### src/rtl/fpsl_pkg.sv
// Constants for the flash program/suspend/lock host controller.
// Assumes a 100 MHz system clock and a byte-wide asynchronous flash.
package fpsl_pkg;
  // ****************************************
  // APB register map (byte offsets)
  // ****************************************
  localparam logic [7:0] REG_CTRL = 8'h00; // Operation launch and pin control
  localparam logic [7:0] REG_ADDR = 8'h04; // Flash target address
  localparam logic [7:0] REG_WDATA = 8'h08; // Byte to program
  localparam logic [7:0] REG_STAT = 8'h0C; // Controller state and last status
  localparam logic [7:0] REG_RDATA = 8'h10; // Last array byte read from flash
  // CTRL fields
  localparam int CTRL_OP_LSB = 0; // Operation code, 3 bits
  localparam int CTRL_GO = 3; // Write 1 to launch
  localparam int CTRL_NOWAIT = 4; // Skip the ready poll
  localparam int CTRL_HV = 5; // Drive the high-voltage level on reset pin
  localparam int CTRL_RST = 6; // Hold the flash in reset/power-down
  localparam logic [31:0] CTRL_RESET = 32'h0000_0000; // Reset value
  // STAT fields
  localparam int STAT_BUSY = 0; // Sequence running
  localparam int STAT_REFUSED = 1; // Sticky, write 1 to clear
  localparam int STAT_ESUSP = 2; // Erase suspended
  localparam int STAT_PSUSP = 3; // Program suspended
  localparam int STAT_PEND = 4; // Program launched in erase suspend
  localparam int STAT_OPERR = 5; // Sticky, write 1 to clear
  localparam int STAT_SR_LSB = 8; // Last flash status byte
  // ****************************************
  // Operations
  // ****************************************
  localparam logic [2:0] OP_READ_ARRAY = 3'h0;
  localparam logic [2:0] OP_READ_STATUS = 3'h1;
  localparam logic [2:0] OP_CLEAR = 3'h2;
  localparam logic [2:0] OP_PROGRAM = 3'h3;
  localparam logic [2:0] OP_SUSPEND = 3'h4;
  localparam logic [2:0] OP_RESUME = 3'h5;
  localparam logic [2:0] OP_LOCK_BLOCK = 3'h6;
  localparam logic [2:0] OP_LOCK_MASTER = 3'h7;
  // Flash command bytes
  localparam logic [7:0] CMD_READ_ARRAY = 8'hFF;
  localparam logic [7:0] CMD_READ_STATUS = 8'h70;
  localparam logic [7:0] CMD_CLEAR = 8'h50;
  localparam logic [7:0] CMD_PROGRAM = 8'h40;
  localparam logic [7:0] CMD_SUSPEND = 8'hB0;
  localparam logic [7:0] CMD_RESUME = 8'hD0;
  localparam logic [7:0] CMD_LOCK_SETUP = 8'h60;
  localparam logic [7:0] CMD_LOCK_BLOCK = 8'h01;
  localparam logic [7:0] CMD_LOCK_MASTER = 8'hF1;
  // Flash status byte bits
  localparam int SR_READY = 7;
  localparam int SR_ESUSP = 6;
  localparam int SR_EERR = 5;
  localparam int SR_PERR = 4;
  localparam int SR_VLOW = 3;
  localparam int SR_PSUSP = 2;
  localparam int SR_PROT = 1;
  // ****************************************
  // Bus timing
  // ****************************************
  localparam int CLK_NS = 10; // Clock period
  localparam int T_ACC_NS = 130; // Read access time
  localparam int T_WP_NS = 50; // Write-enable low pulse
  localparam int T_WH_NS = 20; // Hold after write-enable rises
  localparam int T_REC_NS = 20; // Chip-enable high between reads
  localparam logic [7:0] ACC_CYC = 8'((T_ACC_NS + CLK_NS - 1) / CLK_NS);
  localparam logic [7:0] WP_CYC = 8'((T_WP_NS + CLK_NS - 1) / CLK_NS);
  localparam logic [7:0] WH_CYC = 8'((T_WH_NS + CLK_NS - 1) / CLK_NS);
  localparam logic [7:0] REC_CYC = 8'((T_REC_NS + CLK_NS - 1) / CLK_NS);
  // Bus engine states, Gray along write then read
  typedef enum logic [2:0] {
    ST_IDLE = 3'b000,
    ST_WSET = 3'b001,
    ST_WLOW = 3'b011,
    ST_WHIGH = 3'b010,
    ST_RLOW = 3'b110,
    ST_RHIGH = 3'b111
  } fpsl_state_t;
  // ****************************************
  // Helper functions
  // ****************************************
  // Whether an operation needs two bus writes
  function automatic logic nwr2(input logic [2:0] op);
    nwr2 = (op == OP_PROGRAM) || (op == OP_LOCK_BLOCK) || (op == OP_LOCK_MASTER);
  endfunction

  // Byte for a given write step
  function automatic logic [7:0] wr_byte(input logic [2:0] op, input logic step,
                                         input logic clr, input logic [7:0] wd);
    wr_byte = CMD_CLEAR;
    if (!clr) begin
      case (op)
        OP_READ_ARRAY: wr_byte = CMD_READ_ARRAY;
        OP_READ_STATUS: wr_byte = CMD_READ_STATUS;
        OP_PROGRAM: wr_byte = step ? wd : CMD_PROGRAM;
        OP_SUSPEND: wr_byte = CMD_SUSPEND;
        OP_RESUME: wr_byte = CMD_RESUME;
        OP_LOCK_BLOCK: wr_byte = step ? CMD_LOCK_BLOCK : CMD_LOCK_SETUP;
        OP_LOCK_MASTER: wr_byte = step ? CMD_LOCK_MASTER : CMD_LOCK_SETUP;
        default: wr_byte = CMD_CLEAR;
      endcase
    end
  endfunction

  // Whether an operation may be launched in the current suspend state
  function automatic logic allowed(input logic [2:0] op, input logic es,
                                   input logic ps, input logic pend);
    allowed = 1'b1;
    if (op == OP_RESUME && pend && !ps) begin
      allowed = 1'b0;
    end else if (ps) begin
      allowed = (op == OP_READ_ARRAY) || (op == OP_READ_STATUS) || (op == OP_RESUME);
    end else if (es) begin
      allowed = (op != OP_CLEAR) && (op != OP_LOCK_BLOCK) && (op != OP_LOCK_MASTER);
    end
  endfunction
endpackage

### src/rtl/fpsl_host.sv
// Host controller that drives a byte-wide asynchronous flash through its pins.
// Assumes APB from software, a 100 MHz clock, and flash pins synchronous to it.
`timescale 1ns/1ps
module fpsl_host
  import fpsl_pkg::*;
#(
  parameter int ADDR_W = 20 // Flash address width
) (
  input wire logic ref_clk, // System clock
  input wire logic rst, // Async reset, active high
  input wire logic psel, // APB select
  input wire logic penable, // APB enable
  input wire logic pwrite, // APB direction
  input wire logic [7:0] paddr, // APB byte address
  input wire logic [31:0] pwdata, // APB write data
  output logic [31:0] prdata, // APB read data
  output logic pready, // APB ready
  output logic pslverr, // APB error on unmapped address
  output logic [ADDR_W-1:0] flash_addr, // Flash address
  output logic [7:0] flash_dq_o, // Flash data out
  output logic flash_dq_oe, // Flash data drive enable
  input wire logic [7:0] flash_dq_i, // Flash data in
  output logic flash_ce_n, // Flash chip enable
  output logic flash_we_n, // Flash write enable
  output logic flash_oe_n, // Flash output enable
  output logic flash_rp_n, // Flash reset/power-down, low resets
  output logic flash_rp_hv // Raise reset pin to high voltage
);
  // ****************************************
  // State
  // ****************************************
  fpsl_state_t state_reg, state_next; // Bus engine state
  logic [7:0] cnt_reg, cnt_next; // Phase cycle counter
  logic [2:0] op_reg, op_next; // Running operation
  logic step_reg, step_next; // Which write of the pair
  logic clr_reg, clr_next; // Doing the automatic clear write
  logic nowait_reg, nowait_next; // Skip poll for this run
  logic hv_reg, hv_next; // High-voltage request
  logic rst_pin_reg, rst_pin_next; // Flash held in reset
  logic [ADDR_W-1:0] addr_reg, addr_next; // Target address
  logic [7:0] wdata_reg, wdata_next; // Program data
  logic [7:0] rdata_reg, rdata_next; // Last array byte read
  logic [7:0] sr_reg, sr_next; // Last status byte polled
  logic [7:0] rd_byte_reg, rd_byte_next; // Byte sampled this read
  logic refused_reg, refused_next; // Sticky launch refusal
  logic operr_reg, operr_next; // Sticky flash error seen
  logic esusp_reg, esusp_next; // Erase believed suspended
  logic psusp_reg, psusp_next; // Program believed suspended
  logic pend_reg, pend_next; // Program in erase suspend unfinished
  logic [31:0] prdata_reg, prdata_next; // Registered read data
  logic ce_n_reg, ce_n_next, we_n_reg, we_n_next, oe_n_reg, oe_n_next; // Strobes
  logic dq_oe_reg, dq_oe_next; // Data drive
  logic [7:0] dq_o_reg, dq_o_next; // Data out
  logic apb_wr, apb_setup, mapped; // Bus decode
  logic polling, sr_bad; // Poll helpers
  assign apb_wr = psel && penable && pwrite;
  assign apb_setup = psel && !penable;
  assign mapped = (paddr == REG_CTRL) || (paddr == REG_ADDR) || (paddr == REG_WDATA) ||
                  (paddr == REG_STAT) || (paddr == REG_RDATA);
  // Zero-wait slave; a full answer lands in the access cycle
  assign pready = 1'b1;
  assign pslverr = psel && penable && !mapped;
  // Reads that loop until ready
  assign polling = !nowait_reg && (op_reg != OP_READ_ARRAY) && (op_reg != OP_READ_STATUS);
  assign sr_bad = rd_byte_reg[SR_EERR] | rd_byte_reg[SR_PERR] | rd_byte_reg[SR_VLOW] |
                  rd_byte_reg[SR_PROT];
  // ****************************************
  // Next-state logic
  // ****************************************
  always_comb begin
    state_next = state_reg;
    cnt_next = cnt_reg;
    op_next = op_reg;
    step_next = step_reg;
    clr_next = clr_reg;
    nowait_next = nowait_reg;
    hv_next = hv_reg;
    rst_pin_next = rst_pin_reg;
    addr_next = addr_reg;
    wdata_next = wdata_reg;
    rdata_next = rdata_reg;
    sr_next = sr_reg;
    rd_byte_next = rd_byte_reg;
    refused_next = refused_reg;
    operr_next = operr_reg;
    esusp_next = esusp_reg;
    psusp_next = psusp_reg;
    pend_next = pend_reg;
    prdata_next = prdata_reg;
    // Register reads captured in setup so data is steady in access
    if (apb_setup && !pwrite) begin
      case (paddr)
        REG_CTRL: prdata_next = {25'h000_0000, rst_pin_reg, hv_reg, nowait_reg, 1'b0, op_reg};
        REG_ADDR: prdata_next = 32'(addr_reg);
        REG_WDATA: prdata_next = {24'h00_0000, wdata_reg};
        REG_STAT: prdata_next = {16'h0000, sr_reg, 2'b00, operr_reg, pend_reg, psusp_reg,
                                 esusp_reg, refused_reg, state_reg != ST_IDLE};
        REG_RDATA: prdata_next = {24'h00_0000, rdata_reg};
        default: prdata_next = 32'h0000_0000; // Unmapped reads as zero
      endcase
    end
    // Software writes; clears come first so a set later wins
    if (apb_wr) begin
      case (paddr)
        REG_ADDR: if (state_reg == ST_IDLE) addr_next = pwdata[ADDR_W-1:0]; // Frozen while busy
        REG_WDATA: if (state_reg == ST_IDLE) wdata_next = pwdata[7:0]; // Frozen while busy
        REG_STAT: begin
          if (pwdata[STAT_REFUSED]) refused_next = 1'b0;
          if (pwdata[STAT_OPERR]) operr_next = 1'b0;
        end
        REG_CTRL: begin
          hv_next = pwdata[CTRL_HV];
          rst_pin_next = pwdata[CTRL_RST];
          if (pwdata[CTRL_GO]) begin
            // Launch only from idle and only commands the flash honours now
            if (state_reg != ST_IDLE || rst_pin_reg ||
                !allowed(pwdata[CTRL_OP_LSB +: 3], esusp_reg, psusp_reg, pend_reg)) begin
              refused_next = 1'b1;
            end else begin
              op_next = pwdata[CTRL_OP_LSB +: 3];
              nowait_next = pwdata[CTRL_NOWAIT];
              step_next = 1'b0;
              clr_next = 1'b0;
              cnt_next = 8'h00;
              state_next = ST_WSET;
              if (pwdata[CTRL_OP_LSB +: 3] == OP_PROGRAM && esusp_reg) pend_next = 1'b1;
              if (pwdata[CTRL_OP_LSB +: 3] == OP_RESUME) begin
                if (psusp_reg) psusp_next = 1'b0;
                else esusp_next = 1'b0;
              end
            end
          end
        end
        default: ;
      endcase
    end
    // Bus engine
    case (state_reg)
      ST_IDLE: cnt_next = 8'h00;
      ST_WSET: begin // Address and data settle before the strobe
        state_next = ST_WLOW;
        cnt_next = 8'h00;
      end
      ST_WLOW: begin
        cnt_next = cnt_reg + 8'h01;
        if (cnt_reg == WP_CYC - 8'h01) begin
          state_next = ST_WHIGH; // Rising strobe latches address and data
          cnt_next = 8'h00;
        end
      end
      ST_WHIGH: begin
        cnt_next = cnt_reg + 8'h01;
        if (cnt_reg == WH_CYC - 8'h01) begin
          cnt_next = 8'h00;
          if (!clr_reg && !step_reg && nwr2(op_reg)) begin
            step_next = 1'b1; // Second half of the pair
            state_next = ST_WSET;
          end else if (clr_reg || op_reg == OP_CLEAR || op_reg == OP_RESUME ||
                       (nowait_reg && op_reg != OP_READ_ARRAY && op_reg != OP_READ_STATUS)) begin
            state_next = ST_IDLE; // Last write, no read back
          end else begin
            state_next = ST_RLOW;
          end
        end
      end
      ST_RLOW: begin
        cnt_next = cnt_reg + 8'h01;
        if (cnt_reg == ACC_CYC - 8'h01) begin
          rd_byte_next = flash_dq_i;
          state_next = ST_RHIGH;
          cnt_next = 8'h00;
        end
      end
      ST_RHIGH: begin // Strobes high so the status latch refreshes
        cnt_next = cnt_reg + 8'h01;
        if (cnt_reg == REC_CYC - 8'h01) begin
          cnt_next = 8'h00;
          state_next = ST_IDLE;
          if (op_reg == OP_READ_ARRAY) begin
            rdata_next = rd_byte_reg;
          end else if (polling && !rd_byte_reg[SR_READY]) begin
            state_next = ST_RLOW; // Still busy, poll again
          end else begin
            sr_next = rd_byte_reg;
            if (rd_byte_reg[SR_READY] && !rd_byte_reg[SR_PSUSP] && !psusp_reg) begin
              pend_next = 1'b0; // Program under erase suspend has ended
            end
            if (op_reg == OP_SUSPEND) begin
              psusp_next = rd_byte_reg[SR_PSUSP];
              if (!rd_byte_reg[SR_PSUSP]) esusp_next = rd_byte_reg[SR_ESUSP];
            end
            if (polling && sr_bad) begin
              operr_next = 1'b1;
              clr_next = 1'b1; // Flash error: clear its status
              state_next = ST_WSET;
            end
          end
        end
      end
      default: state_next = ST_IDLE;
    endcase
    // Pin values follow the state being entered
    ce_n_next = (state_next == ST_IDLE) || (state_next == ST_RHIGH);
    we_n_next = state_next != ST_WLOW;
    oe_n_next = state_next != ST_RLOW;
    dq_oe_next = (state_next == ST_WSET) || (state_next == ST_WLOW) || (state_next == ST_WHIGH);
    dq_o_next = dq_o_reg;
    if (state_next == ST_WSET) begin
      dq_o_next = wr_byte(op_next, step_next, clr_next, wdata_next);
    end
  end

  // ****************************************
  // Registers
  // ****************************************
  always_ff @(posedge ref_clk or posedge rst) begin
    if (rst) begin
      state_reg <= ST_IDLE;
      cnt_reg <= 8'h00;
      op_reg <= OP_READ_ARRAY;
      step_reg <= 1'b0;
      clr_reg <= 1'b0;
      nowait_reg <= CTRL_RESET[CTRL_NOWAIT];
      hv_reg <= CTRL_RESET[CTRL_HV];
      rst_pin_reg <= CTRL_RESET[CTRL_RST];
      addr_reg <= '0;
      wdata_reg <= 8'h00;
      rdata_reg <= 8'h00;
      sr_reg <= 8'h00;
      rd_byte_reg <= 8'h00;
      refused_reg <= 1'b0;
      operr_reg <= 1'b0;
      esusp_reg <= 1'b0;
      psusp_reg <= 1'b0;
      pend_reg <= 1'b0;
      prdata_reg <= 32'h0000_0000;
      ce_n_reg <= 1'b1;
      we_n_reg <= 1'b1;
      oe_n_reg <= 1'b1;
      dq_oe_reg <= 1'b0;
      dq_o_reg <= 8'h00;
    end else begin
      state_reg <= state_next;
      cnt_reg <= cnt_next;
      op_reg <= op_next;
      step_reg <= step_next;
      clr_reg <= clr_next;
      nowait_reg <= nowait_next;
      hv_reg <= hv_next;
      rst_pin_reg <= rst_pin_next;
      addr_reg <= addr_next;
      wdata_reg <= wdata_next;
      rdata_reg <= rdata_next;
      sr_reg <= sr_next;
      rd_byte_reg <= rd_byte_next;
      refused_reg <= refused_next;
      operr_reg <= operr_next;
      esusp_reg <= esusp_next;
      psusp_reg <= psusp_next;
      pend_reg <= pend_next;
      prdata_reg <= prdata_next;
      ce_n_reg <= ce_n_next;
      we_n_reg <= we_n_next;
      oe_n_reg <= oe_n_next;
      dq_oe_reg <= dq_oe_next;
      dq_o_reg <= dq_o_next;
    end
  end

  assign prdata = prdata_reg;
  assign flash_addr = addr_reg;
  assign flash_dq_o = dq_o_reg;
  assign flash_dq_oe = dq_oe_reg;
  assign flash_ce_n = ce_n_reg;
  assign flash_we_n = we_n_reg;
  assign flash_oe_n = oe_n_reg;
  assign flash_rp_n = !rst_pin_reg;
  assign flash_rp_hv = hv_reg;
endmodule // fpsl_host

### config.mk
export PLATFORM = sky130hd
export DESIGN_NAME = fpsl_host
export DESIGN_NICKNAME = d
export VERILOG_FILES = /design/src/rtl/fpsl_pkg.sv /design/src/rtl/fpsl_host.sv
export SDC_FILE = /design/constraint.sdc
export NUM_CORES = 1
export LEC_CHECK = 0
export ABC_AREA = 0
export ABC_CLOCK_PERIOD_IN_PS = 3800
export CORE_MARGIN = 5
export CORE_UTILIZATION = 45
export DETAILED_ROUTE_END_ITERATION = 16
export DONT_BUFFER_PORTS = 1
export GPL_TIMING_DRIVEN = 0
export SYNTH_ARGS = -nofsm -noshare
export SYNTH_HDL_FRONTEND = slang
export SYNTH_SLANG_ARGS = --single-unit
### constraint.sdc
create_clock -name ref_clk -period 3.8 [get_ports ref_clk]
set_input_delay 0.76 -clock ref_clk [delete_from_list [all_inputs] [get_ports ref_clk]]
set_output_delay 0.76 -clock ref_clk [all_outputs]
set_load 0.01 [all_outputs]
==> flow_summary_export.csv <==
group,metric,value,unit
run_status,status,"complete, no violations",
final_layout,post-route-util,0.5037,
clock_tree,clkLatencyLatePin,0.35,ns
placed_design,detailedPlace.worstSlack,0.01007,ns
yosys,synthesis.area,5228,µm²
clock_tree,cts.path.max_buffers,2,
yosys,synth_area_leader_cell,"dfrtp_1",
clock_tree,hold_buffers,0,
yosys,synth_common_cells,"dfrtp_1, mux2_2, nand2_1, o21ai_0, clkbuf_1",
critical_path,r2r-end,"flash_dq_o[4]$_DFFE_PP0N_",
pwr,p_leak,2.607,nW
yosys,synth_ff_type,"dfrtp_1",
timing,post-route-period-util,0.9218,
yosys,synth_seq_cells,108,
floorplanning,core_area,11420,µm²
floorplanning,die_area,13870,µm²
clock_tree,cts_made_buffers,9,
floorplanning,placementRows,39,
clock_tree,cts_resized,0,
critical_path,ff2ff_path_depth,9,
clock_tree,htreeDepth,3,
yosys,synth_top_area_share,0.5026,
hold_path,hp-class,"input pin to asynchronous set/reset pin",
pwr,p_per_area,441.6,nW/µm²
timing,timing.slew.headroom,0.1064,
yosys,ys_seq_area_frac,0.5177,
floorplanning,ios,121,
critical_path,path_max_fanout,9,
clock_tree,clkSinkCount,108,
global_routing,grt_pass1_vias,3889,
timing,setup_viol,0,
routing,route.detailed.vias_per_inst,5.758,
critical_path,timing.rr.start,"cnt_reg[4]$_DFFE_PP0P_",
critical_path,arrival,3.75,ns
critical_path,cp-end-kind,"register",
timing,finalHoldViolCount,0,
global_routing,grt_max_degree,58,
yosys,synthArstFlopShare,1.000,
clock_tree,postCtsSetupBuffers,0,
global_routing,grt_pass1_wl,21.25,mm
final_layout,drive_gt1_frac,0.2095,
yosys,postSynthCellCount,479,
placed_design,hpwl,9.633,mm
routing,drt-wirelength-per-cell,20.18,µm
routing,drt-total-wl,13.10,mm
placed_design,numPortBuffers,0,
timing,worst_slack,0.2971,ns
floorplanning,initial_core_util,0.4578,
yosys,syn_avg_cell_area,10.91,µm²
pwr,fin_total_pwr,0.002540,W
critical_path,critPathLaunchType,"input pin",
routing,first_iter_violations,320,
run,drv_cap,0,
clock_tree,cts_tree,"built",
placed_design,dp_cells,634,
pwr,max-vdd-ir-drop,518.4,µV
final_layout,diodes,0,
yosys,synth-edff-count,0,
timing,tightest_slew,1.329,ns
final_layout,syn_to_final_growth,10.03,%
critical_path,path_class,"input pin to register",
global_routing,gr-usage-all-layers,0.1918,
global_routing,grt_overflow_total,0,
timing,rsz0062_at_grt,"false",
critical_path,regToRegSetupSlack,0.38,ns
yosys,synth.most_common_cell,"dfrtp_1",
timing,fmax,285.5,MHz
placed_design,place.gp.congestion,0.8398,
floorplanning,fp.dieW,117.8,µm
routing,drcViolationCount,0,
yosys,synth_area_leaders,"dfrtp_1, mux2_2, nand2_1",
routing,vias,3737,
final_layout,nets,558,
routing,ant_nets,0,
clock_tree,cts-root-buf,"clkbuf_16",
final_layout,final_cells,649,
yosys,ys_warn_count,0,
timing,slew_viol_final,0,
clock_tree,clk_pin_slew_worst_paths,0.07,ns
critical_path,required,4.04,ns
timing,skew,0.009990,ns
routing,drt_pass1_iterations,5,
floorplanning,dieHeight,117.8,µm
timing,post-route-min-period,3.503,ns
timing,setup_tns,0,ns
yosys,synth_cell_types,63,
global_routing,antenna_found_initial,0,
-- power breakdown --
group          internal (W)  total, W  switching [W]
logic              0.000158  0.000415       0.000256
registers           0.00120   0.00125      0.0000444
clock network      0.000448  0.000880       0.000432
-- cell type report --
cell class,count,area (µm²)
fillers,1024,5667
flip-flops and latches,108,2706
multi-input cells,326,2288
clock buffers,9,225.2
plain buffers,38,201.4
well taps,143,178.9
inverters,18,75.07
clock inverters,6,48.80
repair buffers,1,27.53
-- layer usage --
metal  global-route usage  routed length, µm
met1               0.2537               5786
met4              0.06667                246
met2               0.2924               6070
met3              0.06872                994
met5                    0                  0
-- cells by family after synthesis --
family,synth area share
other,0.001437
adders and majority gates,0.007181
xor gates and xnor gates,0.003351
AOI/OAI and AO/OA,0.1297
buffers and inverters,0.05242
muxes,0.1510
DFF,0.5177
and+or+nand+nor,0.1372
-- layout by cell type (no fill, tap or decap), types with 4 or more instances in the layout --
cell,n
dfrtp_1,105
mux2_2,55
nand2_1,51
o21ai_0,31
clkbuf_1,22
mux2i_1,17
a21oi_1,16
nor2_1,16
inv_1,15
nand3_1,14
buf_4,13
conb_1,13
nor3_1,12
o31ai_1,12
clkbuf_16,9
nand4_1,6
nand2b_1,6
a22o_1,6
a31oi_1,5
a22oi_1,4
nor4_1,4
a222oi_1,4
-- how the worst max path moves through the flow --
| stage | start | endpoint | slack, ns | depth (start not counted) |
|---|---|---|---|---|
| final | paddr[5] | flash_dq_o[5]$_DFFE_PP0N_ | 0.30 | 9 |
| after global routing | cnt_reg[1]$_DFFE_PP0P_ | esusp_reg$_DFF_PP0_ | 0.12 | 10 |
| after CTS | cnt_reg[1]$_DFFE_PP0P_ | esusp_reg$_DFF_PP0_ | 0.33 | 9 |
| after detailed placement | paddr[5] | flash_dq_o[5]$_DFFE_PP0N_ | 0.01 | 9 |
| after global placement | rst | flash_dq_o[1]$_DFFE_PP0N_ | -0.92 | 1 |
| after floorplan | rst | clr_reg$_DFF_PP0_ | 0.20 | 1 |
-- stage by stage --
stage | instance area, µm² | hold slack [ns]
after floorplan | 5269 | 0.4507
after global placement | 5448 | 0.4923
after detailed placement | 5478 | 0.5000
after CTS | 5752 | 0.4001
after global routing | 5752 | 0.4366
final | 5752 | 0.3836
-- critical path, stage by stage --
cell and delay [ns]:
or4_1 0.51, clkbuf_1 0.18, nor4_2 0.87, and3_1 0.25
buf_2 0.24, mux2_2 0.41, a21oi_1 0.16, o21ai_0 0.11
a32o_1 0.26
No activity file was read; power rests on OpenSTA's default activity.
